===== src/verilog/pc_stack_pkg.sv =====
// package of constants and carrier types for the instruction sequencer
// assumes a 32-bit apb slave with a byte address and one word per register
package pc_stack_pkg;

    localparam int unsigned PC_W      = 13;  // hardware counter bits 12..0
    localparam int unsigned ADDR_W    = 14;  // bank bit above the counter
    localparam int unsigned STACK_N   = 8;   // return stack depth
    localparam int unsigned PADDR_W   = 8;   // apb byte address width

    // apb byte offsets, one aligned word each
    localparam logic [7:0] OFS_PC_LOW    = 8'h00;
    localparam logic [7:0] OFS_RB_LOW    = 8'h04;
    localparam logic [7:0] OFS_RB_HIGH   = 8'h08;
    localparam logic [7:0] OFS_STACK_IDX = 8'h0C;
    localparam logic [7:0] OFS_BANK      = 8'h10;
    localparam logic [7:0] OFS_IRQ_STAT  = 8'h14;
    localparam logic [7:0] OFS_IRQ_MASK  = 8'h18;
    localparam logic [7:0] OFS_ALU_STAT  = 8'h1C;

    // field positions
    localparam int unsigned OSF_BIT      = 7;   // overflow flag in index reg
    localparam int unsigned EV_OVERFLOW  = 0;   // event bits in irq status
    localparam int unsigned EV_HELD_OFF  = 1;
    localparam int unsigned EV_PCL_JUMP  = 2;
    localparam int unsigned EV_W         = 3;

    // values after reset, plus the full depth and the interrupt vector
    localparam logic [12:0] PC_RESET     = 13'h0000;
    localparam logic [2:0]  IDX_RESET    = 3'h0;
    localparam logic [3:0]  DEPTH_RESET  = 4'h0;
    localparam logic [3:0]  DEPTH_FULL   = 4'h8;
    localparam logic [12:0] IRQ_VECTOR   = 13'h0004;  // plain default entry

    // the four instruction phases
    typedef enum logic [1:0] { PH_T1, PH_T2, PH_T3, PH_T4 } phase_t;

    // sequencing command presented by decode during phase four
    typedef enum logic [2:0] {
        CMD_SEQ, CMD_JUMP, CMD_CALL, CMD_RET, CMD_INTERRUPT_RETURN_OP, CMD_SKIP_Z, CMD_SKIP_NZ
    } cmd_t;

    // alu operations
    typedef enum logic [3:0] {
        ALU_ADD, ALU_ADC, ALU_SUB, ALU_SBC, ALU_DAA, ALU_AND, ALU_OR,
        ALU_XOR, ALU_CPL, ALU_RR, ALU_RRC, ALU_RL, ALU_RLC, ALU_INC, ALU_DEC
    } alu_op_t;

    // condition flags written back after each operation
    typedef struct packed {
        logic ov;
        logic z;
        logic ac;
        logic c;
    } alu_flags_t;

    // one decoded instruction from the decode side
    typedef struct packed {
        cmd_t        cmd;
        logic [12:0] target;
        alu_op_t     op;
        logic [7:0]  opa;
        logic [7:0]  opb;
    } dec_req_t;

endpackage // pc_stack_pkg


===== src/verilog/pc_stack_sequencer.sv =====
// instruction sequencer: phases, program counter, return stack, alu
// assumes decode presents one request per instruction cycle, held through
// phase four, and an apb master on the same clock
//
// Operation
// [RL1] four phases form one instruction cycle
// [RL2] counter steps into phase one, fetch follows
// [RL3] branches cost one extra dummy cycle
// [RL4] bank select bit sits above counter bits
// [RL5] low byte write jumps in page, dummy
// [RL6] taken skip replaces next instruction with dummy
// [RL7] low readback copies high byte to buffer
// [RL8] software reads low before high readback
// [RL9] eight-level stack, no software access to entries
// [RL10] call and acknowledge push, returns pop
// [RL11] reset leaves the stack empty
// [RL12] full stack holds interrupt until return
// [RL13] call on full stack still executes
// [RL14] overflow flag sticky, cleared by software
// [RL15] index counts up modulo eight per call
// [RL16] empty returns count index down, flag set
// [RL17] alu result and status written back
// [RL18] alu arithmetic, logic, rotate, branch tests
// [RL19] stack is a circular eight-entry buffer
//
// The address map and the APB slave port were decided locally.
module pc_stack_sequencer (
    input  wire logic                    clock,
    input  wire logic                    reset,
    // apb slave
    input  wire logic [7:0]              paddr,
    input  wire logic                    psel,
    input  wire logic                    penable,
    input  wire logic                    pwrite,
    input  wire logic [31:0]             pwdata,
    output logic      [31:0]             prdata,
    output logic                         pready,
    output logic                         pslverr,
    // decode side
    input  wire pc_stack_pkg::dec_req_t  dec_req,
    input  wire logic                    irq_req,
    output logic      [13:0]             fetch_addr,
    output logic                         fetch_strobe,
    output logic                         dummy_cycle,
    output logic      [1:0]              phase,
    output logic                         irq_ack,
    output logic      [7:0]              alu_result,
    output pc_stack_pkg::alu_flags_t     alu_flags,
    output logic                         irq
);

    // alu: returns {flags, result}
    function automatic logic [11:0] alu_calc(
        input pc_stack_pkg::alu_op_t op,
        input logic [7:0]            a,
        input logic [7:0]            b,
        input logic                  cin
    );
        logic [8:0] s;
        logic [4:0] h;
        logic       ov;
        s  = 9'h000;
        h  = 5'h00;
        ov = 1'b0;
        case (op)
            pc_stack_pkg::ALU_ADD: begin
                s  = {1'b0, a} + {1'b0, b};
                h  = {1'b0, a[3:0]} + {1'b0, b[3:0]};
                ov = (a[7] == b[7]) && (s[7] != a[7]);
            end
            pc_stack_pkg::ALU_ADC: begin
                s  = {1'b0, a} + {1'b0, b} + {8'h00, cin};
                h  = {1'b0, a[3:0]} + {1'b0, b[3:0]} + {4'h0, cin};
                ov = (a[7] == b[7]) && (s[7] != a[7]);
            end
            pc_stack_pkg::ALU_SUB: begin
                // carry set means no borrow
                s  = {1'b0, a} + {1'b0, ~b} + 9'h001;
                h  = {1'b0, a[3:0]} + {1'b0, ~b[3:0]} + 5'h01;
                ov = (a[7] != b[7]) && (s[7] != a[7]);
            end
            pc_stack_pkg::ALU_SBC: begin
                s  = {1'b0, a} + {1'b0, ~b} + {8'h00, cin};
                h  = {1'b0, a[3:0]} + {1'b0, ~b[3:0]} + {4'h0, cin};
                ov = (a[7] != b[7]) && (s[7] != a[7]);
            end
            pc_stack_pkg::ALU_DAA: begin
                // adjust each nibble above nine
                s = {1'b0, a};
                if (a[3:0] > 4'h9) begin
                    s = s + 9'h006;
                end
                if (s[7:4] > 4'h9 || cin) begin
                    s = s + 9'h060;
                end
                h = {1'b0, s[3:0]};
            end
            pc_stack_pkg::ALU_AND: s = {1'b0, a & b};
            pc_stack_pkg::ALU_OR:  s = {1'b0, a | b};
            pc_stack_pkg::ALU_XOR: s = {1'b0, a ^ b};
            pc_stack_pkg::ALU_CPL: s = {1'b0, ~a};
            pc_stack_pkg::ALU_RR:  s = {1'b0, a[0], a[7:1]};
            pc_stack_pkg::ALU_RRC: s = {a[0], cin, a[7:1]};
            pc_stack_pkg::ALU_RL:  s = {1'b0, a[6:0], a[7]};
            pc_stack_pkg::ALU_RLC: s = {a[7], a[6:0], cin};
            pc_stack_pkg::ALU_INC: s = {1'b0, a + 8'h01};
            pc_stack_pkg::ALU_DEC: s = {1'b0, a - 8'h01};
            default:               s = {1'b0, a};
        endcase
        alu_calc = {ov, (s[7:0] == 8'h00), h[4], s[8], s[7:0]};
    endfunction

    // event field width, needed before the registers below
    localparam int unsigned EV_W_L = pc_stack_pkg::EV_W;

    // registers
    pc_stack_pkg::phase_t    phase_q;         // current phase
    logic [12:0]             pc_q;            // hardware counter bits
    logic                    bank_q;          // code_bank_select_bit
    logic [13:0]             exec_q;          // address now executing
    logic                    dummy_q;         // this cycle is a dummy
    logic [12:0]             stack_q [8];     // return stack entries
    logic [2:0]              idx_q;           // stack index
    logic [3:0]              depth_q;         // entries held, 0..8
    logic                    osf_q;           // stack_overflow_flag
    logic                    pcl_pend_q;      // low byte write waiting
    logic [7:0]              pcl_val_q;       // value written to low byte
    logic                    irq_pend_q;      // interrupt request recorded
    logic [7:0]              rb_high_q;       // readback high buffer
    logic [EV_W_L-1:0]       ev_q;            // sticky event bits
    logic [EV_W_L-1:0]       mask_q;          // event mask
    logic [31:0]             prdata_q;
    logic                    pready_q;
    logic [13:0]             fetch_q;
    logic                    fetch_stb_q;
    logic                    ack_q;
    logic [7:0]              alu_res_q;
    pc_stack_pkg::alu_flags_t flags_q;
    logic                    irq_q;

    // apb decode; one wait cycle so read data comes from a flop
    wire       acc      = psel && penable;
    wire       done     = acc && pready_q;
    wire       wr_done  = done && pwrite;
    wire       rd_done  = done && !pwrite;
    wire       sel_pcl  = (paddr == pc_stack_pkg::OFS_PC_LOW);
    wire       sel_rbl  = (paddr == pc_stack_pkg::OFS_RB_LOW);
    wire       sel_rbh  = (paddr == pc_stack_pkg::OFS_RB_HIGH);
    wire       sel_idx  = (paddr == pc_stack_pkg::OFS_STACK_IDX);
    wire       sel_bank = (paddr == pc_stack_pkg::OFS_BANK);
    wire       sel_ist  = (paddr == pc_stack_pkg::OFS_IRQ_STAT);
    wire       sel_imsk = (paddr == pc_stack_pkg::OFS_IRQ_MASK);
    wire       sel_alu  = (paddr == pc_stack_pkg::OFS_ALU_STAT);
    wire       mapped   = sel_pcl || sel_rbl || sel_rbh || sel_idx ||
                          sel_bank || sel_ist || sel_imsk || sel_alu;

    // read mux; the stack entries themselves have no address
    logic [31:0] rd_mux;
    always_comb begin // see [RL9]
        rd_mux = 32'h0000_0000;
        if (sel_pcl) begin
            rd_mux = {24'h00_0000, pc_q[7:0]};
        end else if (sel_rbl) begin
            rd_mux = {24'h00_0000, exec_q[7:0]};           // see [RL7]
        end else if (sel_rbh) begin
            rd_mux = {24'h00_0000, rb_high_q};             // see [RL7]
        end else if (sel_idx) begin
            rd_mux = {24'h00_0000, osf_q, 4'h0, idx_q};
        end else if (sel_bank) begin
            rd_mux = {31'h0000_0000, bank_q};
        end else if (sel_ist) begin
            rd_mux = {29'h0000_0000, ev_q};
        end else if (sel_imsk) begin
            rd_mux = {29'h0000_0000, mask_q};
        end else if (sel_alu) begin
            rd_mux = {28'h000_0000, flags_q};
        end
    end

    // sequencing decisions, all taken at the end of phase four
    wire         t4       = (phase_q == pc_stack_pkg::PH_T4);
    wire         full     = (depth_q == pc_stack_pkg::DEPTH_FULL);
    wire         empty    = (depth_q == pc_stack_pkg::DEPTH_RESET);
    wire [11:0]  alu_out  = alu_calc(dec_req.op, dec_req.opa, dec_req.opb,
                                     flags_q.c);
    wire         live     = t4 && !dummy_q;
    wire         is_seq   = (dec_req.cmd == pc_stack_pkg::CMD_SEQ);
    wire         do_pcl   = live && pcl_pend_q;
    wire         do_ack   = live && !pcl_pend_q && irq_pend_q && is_seq &&
                            !full;                                 // see [RL12]
    wire         held_off = live && irq_pend_q && full;            // see [RL12]
    wire         go       = live && !pcl_pend_q && !do_ack;
    wire         do_jump  = go && (dec_req.cmd == pc_stack_pkg::CMD_JUMP);
    wire         do_call  = go && (dec_req.cmd == pc_stack_pkg::CMD_CALL);
    wire         do_ret   = go && (dec_req.cmd == pc_stack_pkg::CMD_RET ||
                                   dec_req.cmd == pc_stack_pkg::CMD_INTERRUPT_RETURN_OP);
    wire         do_skip  = go && ((dec_req.cmd == pc_stack_pkg::CMD_SKIP_Z &&
                                    alu_out[10]) ||
                                   (dec_req.cmd == pc_stack_pkg::CMD_SKIP_NZ &&
                                    !alu_out[10]));                // see [RL18]
    wire         push     = do_call || do_ack;                     // see [RL10]
    wire         ovf_ev   = (do_call && full) || (do_ret && empty);
    wire [2:0]   idx_dn   = idx_q - 3'h1;
    wire         branch   = do_pcl || do_ack || do_jump || do_call ||
                            do_ret || do_skip;

    // next counter value
    logic [12:0] pc_d;
    always_comb begin
        pc_d = pc_q + 13'h0001;                                    // see [RL2]
        if (do_pcl) begin
            pc_d = {pc_q[12:8], pcl_val_q};                        // see [RL5]
        end else if (do_ack) begin
            pc_d = pc_stack_pkg::IRQ_VECTOR;
        end else if (do_jump || do_call) begin
            pc_d = dec_req.target;
        end else if (do_ret) begin
            pc_d = stack_q[idx_dn];                                // see [RL10]
        end
    end

    // event bits for the interrupt output
    wire [EV_W_L-1:0] ev_set = {do_pcl, held_off, ovf_ev};

    // phase counter, counter, fetch
    always_ff @(posedge clock or posedge reset) begin
        if (reset) begin
            phase_q     <= pc_stack_pkg::PH_T1;
            pc_q        <= pc_stack_pkg::PC_RESET;
            exec_q      <= 14'h0000;
            dummy_q     <= 1'b0;
            fetch_q     <= 14'h0000;
            fetch_stb_q <= 1'b0;
        end else begin
            phase_q     <= pc_stack_pkg::phase_t'(phase_q + 2'h1); // see [RL1]
            fetch_stb_q <= t4;                                     // see [RL2]
            if (t4) begin
                pc_q    <= pc_d;                                   // see [RL2]
                // fetch the new counter, so a dummy cycle fetches the
                // branch target and a push saves the next address
                fetch_q <= {bank_q, pc_d};                         // see [RL4]
                exec_q  <= fetch_q;
                dummy_q <= branch;                    // see [RL3] see [RL6]
            end
        end
    end

    // return stack, circular over the index
    always_ff @(posedge clock) begin
        if (push) begin
            stack_q[idx_q] <= pc_q;                    // see [RL13] see [RL19]
        end
    end

    // stack index, depth, overflow flag
    always_ff @(posedge clock or posedge reset) begin
        if (reset) begin
            idx_q   <= pc_stack_pkg::IDX_RESET;                    // see [RL11]
            depth_q <= pc_stack_pkg::DEPTH_RESET;
            osf_q   <= 1'b0;
        end else begin
            if (push) begin
                idx_q <= idx_q + 3'h1;                             // see [RL15]
                if (!full) begin
                    depth_q <= depth_q + 4'h1;
                end
            end else if (do_ret) begin
                idx_q <= idx_dn;                                   // see [RL16]
                if (!empty) begin
                    depth_q <= depth_q - 4'h1;
                end
            end
            // hardware set wins over a software write
            if (ovf_ev) begin
                osf_q <= 1'b1;                                     // see [RL14]
            end else if (wr_done && sel_idx) begin
                osf_q <= pwdata[pc_stack_pkg::OSF_BIT];
            end
        end
    end

    // software side state and interrupt request tracking
    always_ff @(posedge clock or posedge reset) begin
        if (reset) begin
            bank_q     <= 1'b0;
            pcl_pend_q <= 1'b0;
            pcl_val_q  <= 8'h00;
            irq_pend_q <= 1'b0;
            rb_high_q  <= 8'h00;
            mask_q     <= '0;
            ack_q      <= 1'b0;
        end else begin
            ack_q <= do_ack;
            if (wr_done && sel_bank) begin
                bank_q <= pwdata[0];                               // see [RL4]
            end
            if (wr_done && sel_pcl) begin
                pcl_pend_q <= 1'b1;                                // see [RL5]
                pcl_val_q  <= pwdata[7:0];
            end else if (do_pcl) begin
                pcl_pend_q <= 1'b0;
            end
            // a new request wins over the acknowledge clear
            if (irq_req) begin
                irq_pend_q <= 1'b1;                                // see [RL12]
            end else if (do_ack) begin
                irq_pend_q <= 1'b0;
            end
            if (rd_done && sel_rbl) begin
                rb_high_q <= {2'b00, exec_q[13:8]};        // see [RL7] see [RL8]
            end
            if (wr_done && sel_imsk) begin
                mask_q <= pwdata[EV_W_L-1:0];
            end
        end
    end

    // sticky events, cleared by a read; a new event survives the read
    always_ff @(posedge clock or posedge reset) begin
        if (reset) begin
            ev_q  <= '0;
            irq_q <= 1'b0;
        end else begin
            ev_q  <= ((rd_done && sel_ist) ? '0 : ev_q) | ev_set;
            irq_q <= |(ev_q & mask_q);
        end
    end

    // alu write-back at phase four of an executed instruction
    always_ff @(posedge clock or posedge reset) begin
        if (reset) begin
            alu_res_q <= 8'h00;
            flags_q   <= '0;
        end else if (live) begin
            alu_res_q <= alu_out[7:0];                             // see [RL17]
            flags_q   <= alu_out[11:8];                            // see [RL17]
        end
    end

    // apb answer: ready one cycle into the access phase
    always_ff @(posedge clock or posedge reset) begin
        if (reset) begin
            pready_q <= 1'b0;
            prdata_q <= 32'h0000_0000;
            pslverr  <= 1'b0;
        end else begin
            pready_q <= acc && !pready_q;
            prdata_q <= rd_mux;
            pslverr  <= acc && !pready_q && !mapped;
        end
    end

    assign prdata       = prdata_q;
    assign pready       = pready_q;
    assign fetch_addr   = fetch_q;
    assign fetch_strobe = fetch_stb_q;
    assign dummy_cycle  = dummy_q;
    assign phase        = phase_q;
    assign irq_ack      = ack_q;
    assign alu_result   = alu_res_q;
    assign alu_flags    = flags_q;
    assign irq          = irq_q;
endmodule // pc_stack_sequencer


===== config.mk =====
export PLATFORM = sky130hd
export DESIGN_NAME = pc_stack_sequencer
export DESIGN_NICKNAME = d
export VERILOG_FILES = /design/src/verilog/pc_stack_pkg.sv /design/src/verilog/pc_stack_sequencer.sv
export SDC_FILE = /design/constraint.sdc
export NUM_CORES = 1
export LEC_CHECK = 0
export ABC_AREA = 1
export BUFFER_PORTS_ARGS = -buffer_cell sky130_fd_sc_hd__buf_2
export CORE_UTILIZATION = 53
export CTS_CLUSTER_DIAMETER = 150
export DETAILED_ROUTE_END_ITERATION = 8
export MAX_ROUTING_LAYER = met4
export PLACE_DENSITY_LB_ADDON = 0.3
export SYNTH_ARGS = -nofsm -noshare
export SYNTH_HDL_FRONTEND = slang
export SYNTH_SLANG_ARGS = --single-unit

===== constraint.sdc =====
create_clock -name clock -period 3.1 [get_ports clock]
set_clock_uncertainty 0.2 [all_clocks]
set_input_delay 0.155 -clock clock [delete_from_list [all_inputs] [get_ports clock]]
set_output_delay 0.155 -clock clock [all_outputs]
set_load 0.05 [all_outputs]

=== Yosys cells after proc, flatten, opt, wreduce, memory -nomap -nowiden ===
Memory sizes are Yosys's and may differ from the RTL's.
Cells that the tools add are included.

* Register bits after elaboration: 124
* Bits in latches: 0
* Bits in writable memories: 104
* Memory bits (read-only): 0
* Input bits: 82
* Output and inout port bits: 66
* Word-level logic and storage cells: 197
* Memories kept: 1

{| class="wikitable"
|+ Memories
! name !! words !! bits a word !! read ports !! clocked after memory_dff !! wr ports !! RTL line !! RTL
|-
| stack_q || 8 || 13 || 1 || 0 || 1 || pc_stack_sequencer.sv:122 || <nowiki>logic [12:0] stack_q [8];</nowiki>
|}

* Add/sub/neg operators: 20
* $mul: 0
* Div/mod/pow operators: 0
* Order comparisons: 2
* Eq/ne operators: 37
* Shift-type cells: 0
* Multiplexer cells: 33
* Bitwise operators: 8
* Reductions and logical operators: 70

{| class="wikitable"
|+ Operators with widths
! kind !! number
|-
| case mux 9 bit (15 select lines) || 1
|-
| 2-to-1 mux 13 bit || 4
|-
| logical AND 1 bit || 33
|-
| == test 4 bit (second input constant) || 8
|-
| == test 8 x 5 -> 1 bit (second input constant) || 4
|-
| 2-to-1 mux 4 bit || 8
|-
| 2-to-1 mux 8 bit || 4
|-
| 2-to-1 mux 9 bit || 3
|-
| case mux 5 bit (5 select lines) || 1
|-
| adder 8 x 8 -> 9 bit || 2
|-
| adder 9 x 1 -> 9 bit || 2
|-
| logical OR 1 bit || 18
|-
| == test 4 x 3 -> 1 bit (second input constant) || 4
|-
| == test 8 x 4 -> 1 bit (second input constant) || 2
|-
| logical NOT 8 bit || 2
|-
| inverter 8 bit || 2
|-
| adder 13 x 1 -> 13 bit (second input constant) || 1
|-
| adder 4 x 4 -> 5 bit || 2
|-
| adder 5 x 1 -> 5 bit || 2
|-
| adder 8 x 3 -> 9 bit (second input constant) || 1
|-
| adder 9 x 1 -> 9 bit (second input constant) || 1
|-
| adder 9 x 7 -> 9 bit (second input constant) || 1
|-
| == test 3 bit (second input constant) || 3
|-
| 2-to-1 mux 3 bit || 3
|-
| other kinds (33) || 58
|}

=== Logic depth before layout (Yosys ltp) ===
* Depth after elaboration: 13
* Mapped depth: 22
* Gate-level depth less buffers: 22

=== Worst setup path after synthesis ===
Ideal clock, no wire load.

* Kind: reg2reg
* Start: register phase_q[0], in the netlist phase[0]
* End: memory stack_q[6][0], enable pin
* Setup time: 0.400 ns
* Arrival time: 2.877 ns
* Required time: 2.500 ns
* Slack: -0.376 ns
* Cell stages (with the launch flop): 15
* Path buffers: 0
* Clock period less this slack: 3.476 ns
* Cell sequence: dfrtp_1 -> ha_1 -> inv_2 -> nor2_8 -> nand2_2 -> nor3_2 -> nand2_1 -> nand3_2 -> inv_2 -> nand2_2 -> nor2_2 -> inv_2 -> nand2_2 -> nand2_1 -> nor3_1

* Cells in the longest elaborated chain, start to end: 12

{| class="wikitable"
|+ RTL lines
! what !! RTL line !! RTL
|-
| start, declared || pc_stack_sequencer.sv:117 || <nowiki>pc_stack_pkg::phase_t phase_q;</nowiki>
|-
| start signal, assigned || pc_stack_sequencer.sv:228 || <nowiki>phase_q <= pc_stack_pkg::PH_T1;</nowiki>
|-
| start signal, assigned || pc_stack_sequencer.sv:235 || <nowiki>phase_q <= pc_stack_pkg::phase_t'(phase_q + 2'h1);</nowiki>
|-
| == test 2 bit * || pc_stack_sequencer.sv:181 || <nowiki>wire t4 = (phase_q == pc_stack_pkg::PH_T4);</nowiki>
|-
| net t4 || pc_stack_sequencer.sv:181 ||
|-
| logical AND 1 bit * || pc_stack_sequencer.sv:186 || <nowiki>wire live = t4 && !dummy_q;</nowiki>
|-
| logical AND 1 bit * || pc_stack_sequencer.sv:189, pc_stack_sequencer.sv:192 ||
|-
| logical AND 1 bit (3 in series) || pc_stack_sequencer.sv:189 || <nowiki>wire do_ack = live && !pcl_pend_q && irq_pend_q && is_seq &&</nowiki>
|-
| logical NOT 1 bit || pc_stack_sequencer.sv:192 || <nowiki>wire go = live && !pcl_pend_q && !do_ack;</nowiki>
|-
| logical AND 1 bit || pc_stack_sequencer.sv:192 ||
|-
| logical AND 1 bit || pc_stack_sequencer.sv:194 || <nowiki>wire do_call = go && (dec_req.cmd == pc_stack_pkg::CMD_CALL);</nowiki>
|-
| logical OR 1 bit * || pc_stack_sequencer.sv:201 || <nowiki>wire push = do_call || do_ack;</nowiki>
|-
| 2-to-1 mux 1 bit * || pc_stack_sequencer.sv:250 || <nowiki>if (push) begin</nowiki>
|-
| 2-to-1 mux 1 bit (implied by the code) * || pc_stack_sequencer.sv:251 || <nowiki>stack_q[idx_q] <= pc_q;</nowiki>
|-
| end, declared || pc_stack_sequencer.sv:122 ||
|}

The timed path passes the listed nets; every way through them passes the cells marked *.

=== Final worst setup path ===
* Start: input port dec_req[33] (netlist name)
* End: register irq_pend_q

* Cells in the longest elaborated chain, start to end: 4

{| class="wikitable"
|+ RTL lines
! what !! RTL line !! RTL
|-
| start, declared || pc_stack_sequencer.sv:40 || <nowiki>input wire pc_stack_pkg::dec_req_t dec_req,</nowiki>
|-
| logical NOT 3 bit || pc_stack_sequencer.sv:187 || <nowiki>wire is_seq = (dec_req.cmd == pc_stack_pkg::CMD_SEQ);</nowiki>
|-
| logical AND 1 bit (2 in series) || pc_stack_sequencer.sv:189 ||
|-
| net do_ack || pc_stack_sequencer.sv:189 ||
|-
| nonzero test 2 bit (no source line) || n/a ||
|-
| end signal, assigned || pc_stack_sequencer.sv:288 || <nowiki>irq_pend_q <= 1'b0;</nowiki>
|-
| end signal, assigned || pc_stack_sequencer.sv:305 || <nowiki>irq_pend_q <= 1'b1;</nowiki>
|-
| end signal, assigned || pc_stack_sequencer.sv:307 || <nowiki>irq_pend_q <= 1'b0;</nowiki>
|-
| end, declared || pc_stack_sequencer.sv:128 || <nowiki>logic irq_pend_q;</nowiki>
|}

The timed path passes the listed nets, and every way through them passes these cells.
A chain may end at the register's enable or synchronous reset.

==> flow_metrics.env <==
export IMPL_run_status="finished clean"
export IMPL_hp_class="input pin to flip-flop"
export IMPL_cts_tree="built"
export IMPL_grtUsageTotal=0.318
export IMPL_cp_required_ps=3230
export IMPL_worstMarginPinSlew_ps=1070
export IMPL_drv_cap=0
export IMPL_cts_buffers=17
export IMPL_grt_max_degree=63
export IMPL_p_clk_frac=0.228
export IMPL_holdCritStartpoint="paddr[3]"
export IMPL_synth_top_cell_area_share=0.269
export IMPL_fin_nets=1723
export IMPL_hpwl_um=24000
export IMPL_ios=148
export IMPL_die_area_um2=22500
export IMPL_finalCriticalPeriod_ps=2990
export IMPL_leakagePower_uw=0.00637
export IMPL_p_comb_frac=0.392
export IMPL_critPathMaxStageDelay_ps=570
export IMPL_fp_dieW_um=150
export IMPL_rows=53
export IMPL_fillers=1768
export IMPL_grt_pass1_vias=10100
export IMPL_via_per_inst=5.73
export IMPL_wire_per_inst_um=17.9
export IMPL_avgSynthCellArea_um2=8.18
export IMPL_area_growth_pct=17.9
export IMPL_yosysMostFrequentCell="nand2_1"
export IMPL_switching_share=0.435
export IMPL_peakVddDrop_mv=0.721
export IMPL_num_vias=10800
export IMPL_path_cells="dlygate4sd3_1 -> buf_2 -> nor2_1 -> dlygate4sd3_1 -> nand3_1 -> dlygate4sd3_1 -> nor3b_1 -> o21bai_1 -> dlygate4sd3_1"
export IMPL_io_buffer_count=99
export IMPL_clock_root_buffer="clkbuf_16"
export IMPL_core_area_um2=21200
export IMPL_finalCritPeriodShare=0.964
export IMPL_antenna_found_initial=0
export IMPL_drv_slew=0
export IMPL_ys_warnings_count=0
export IMPL_fin_util=0.644
export IMPL_clk_latency_ps=440
export IMPL_synthArstFlopShare=0.455
export IMPL_critPathLaunchType="input pin"
export IMPL_ys_types=55
export IMPL_hold_viol_final=0
export IMPL_yosysTopAreaCell="edfxtp_1"
export IMPL_fin_setup_tns_ps=0
export IMPL_end_kind="flip-flop"
export IMPL_worstPathMaxFanout=3
export IMPL_hold_path_end="ev_q[1]"
export IMPL_crit_slowest_cell="dlygate4sd3_1"
export IMPL_p_sw_uw=4230
export IMPL_initial_core_util=0.546
export IMPL_ant_nets=0
export IMPL_seq_area_frac_synth=0.457
export IMPL_htreeDepth=4
export IMPL_cts_sinks=191
export IMPL_ys_top_cells_by_area="edfxtp_1 27%, dfrtp_1 19%, nand2_1 12%, inv_1 4.9%, ha_1 4.6%"
export IMPL_p_per_area_nw_per_um2=712
export IMPL_syn_area_um2=11600
export IMPL_place_gp_congestion=0.942
export IMPL_regToRegEndpoint="stack_q[2][4]"
export IMPL_fp_dieH_um=150
export IMPL_drtIter0Drc=1092
export IMPL_synth_edf_count=104
export IMPL_grt_pass1_wl_um=52900
export IMPL_fin_total_pwr_uw=9720
export IMPL_rrSetupSlack_ps=270
export IMPL_clk_pin_slew_ps=80
export IMPL_drt_wl_total_um=33700
export IMPL_r2r_cells=18
export IMPL_first_pass_iters=6
export IMPL_rsz0062_at_grt="no"
export IMPL_drive_gt1_frac=0.167
export IMPL_finalSetupViolCount=0
export IMPL_reg2reg_from="phase[0]"
export IMPL_slew_headroom=0.288
export IMPL_crit_arrival_ps=3110
export IMPL_clock_path_buffers=2
export IMPL_grt_overflow_total=0
export IMPL_num_antenna_cells=0
export IMPL_cpMostUsedCell="dlygate4sd3_1"
export IMPL_internal_power_uw=5490
export IMPL_worst_setup_path_type="input pin to flip-flop"
export IMPL_whs_ps=54.1
export IMPL_hold_depth=7
export IMPL_postSynthCellCount=1417
export IMPL_drc_errors=0
export IMPL_yosys_most_used_dff="edfxtp_1"
export IMPL_fmax_ghz=0.335
export IMPL_synthTopCellsByCount="360 x nand2_1, 152 x inv_1, 113 x nor2_1"
export IMPL_p_seq_frac=0.380
export IMPL_ys_seq_elements=191
[timing repair]
item,4_1_cts,5_1_grt
hold buffers,37,0
endpoints found under the hold margin,95,0
gates resized for setup,0,3
setup buffers,0,1
setup endpoints to repair,0,23
[per-layer routing]
| layer | share of wire | vias up | routed length, um | global-route usage |
|---|---|---|---|---|
| met5 | 0 | - | 0 | - |
| met4 | 0.024 | 0 | 802 | 0.0949 |
| met3 | 0.072 | 73 | 2420 | 0.0381 |
| met2 | 0.46 | 508 | 15500 | 0.486 |
| met1 | 0.45 | 5133 | 15100 | 0.443 |
| li1 | - | 5064 | - | - |
[metrics by stage]
stage | instances | worst slack (ps) | cell area, um^2
after floorplan | 1440 | 47.8 | 11700
after global placement | 1812 | 131 | 12700
after detailed placement | 1812 | 73.8 | 12700
after CTS | 1881 | 154 | 13600
after global routing | 1882 | 4.27 | 13700
final | 1882 | 111 | 13700
[cell usage in the layout, fill, tap and decap left out, types with 5 or more instances in the layout]
| master | n |
|---|---|
| ha_1 | 42 |
| nand2_2 | 18 |
| clkbuf_16 | 17 |
| a22oi_1 | 16 |
| dlygate4sd3_1 | 37 |
| o22ai_1 | 9 |
| nor3_1 | 15 |
| conb_1 | 24 |
| o211ai_1 | 21 |
| xor2_1 | 13 |
| o21ai_0 | 91 |
| nand2_1 | 359 |
| o221ai_1 | 8 |
| buf_2 | 99 |
| buf_4 | 61 |
| a21oi_1 | 76 |
| inv_2 | 15 |
| edfxtp_1 | 104 |
| a32o_1 | 11 |
| inv_1 | 151 |
| nand3_2 | 8 |
| nor2_2 | 9 |
| nor2_1 | 113 |
| nand4_1 | 24 |
| xnor2_1 | 6 |
| dfrtp_1 | 84 |
| o21ai_1 | 8 |
| mux2_2 | 5 |
| nand3_1 | 90 |
[power groups by stage]
stage                     Clock, uW  Sequential [uW]  Combinational, uW
after floorplan                   0             4020               2220
after global placement            0             3700               3620
after detailed placement          0             3720               3710
after CTS                      2230             3680               3780
after global routing           2320             3740               4180
final                          2210             3700               3810
[state kept, by name (all words and copies together), names as in the netlist, 3 cells and up]
name	cells
rb_high_q	6
ev_q	3
alu_result	8
stack_q	104
alu_flags	4
exec_q	14
prdata	8
idx_q	3
pc_q	12
mask_q	3
depth_q	4
pcl_val_q	8
[worst max-delay path: cells and delay by family]
| family | cells | cell delay (ps) |
|---|---|---|
| buf+inv | 5 | 2380 |
| compound gates | 1 | 90 |
| simple gates | 3 | 490 |
[kinds of logic after synthesis]
group	Yosys count	synth area share
muxes	5	0.00486
AOI/OAI and AO/OA	260	0.134
DFF	191	0.457
buffers and inverters	236	0.0876
and+or+nand+nor	658	0.249
xor gates and xnor gates	19	0.0144
other	1	0.000324
adders and majority gates	47	0.0533
[worst max path at each step]
stage | endpoint | from | slack [ps]
4_1_cts | depth_q[3] | phase[0] | 150
3_5_place_dp | dummy_cycle | dec_req[0] | 70
2_1_floorplan | depth_q[3] | phase[0] | 50
6_report | irq_pend_q | dec_req[33] | 110
5_1_grt | irq_pend_q | dec_req[33] | 4
3_3_place_gp | dummy_cycle | dec_req[0] | 130
[area by class of cell]
cell class              count  area [um^2]  share of cell area
inverters                 171          643              0.0471
well taps                 275          344              0.0252
repair buffers            200         1380               0.101
clock buffers              17          425              0.0311
multi-input cells        1013         5390               0.394
clock inverters            15          174              0.0127
flip-flops and latches    191         5300               0.388
No activity file was read; power rests on OpenSTA's default activity.
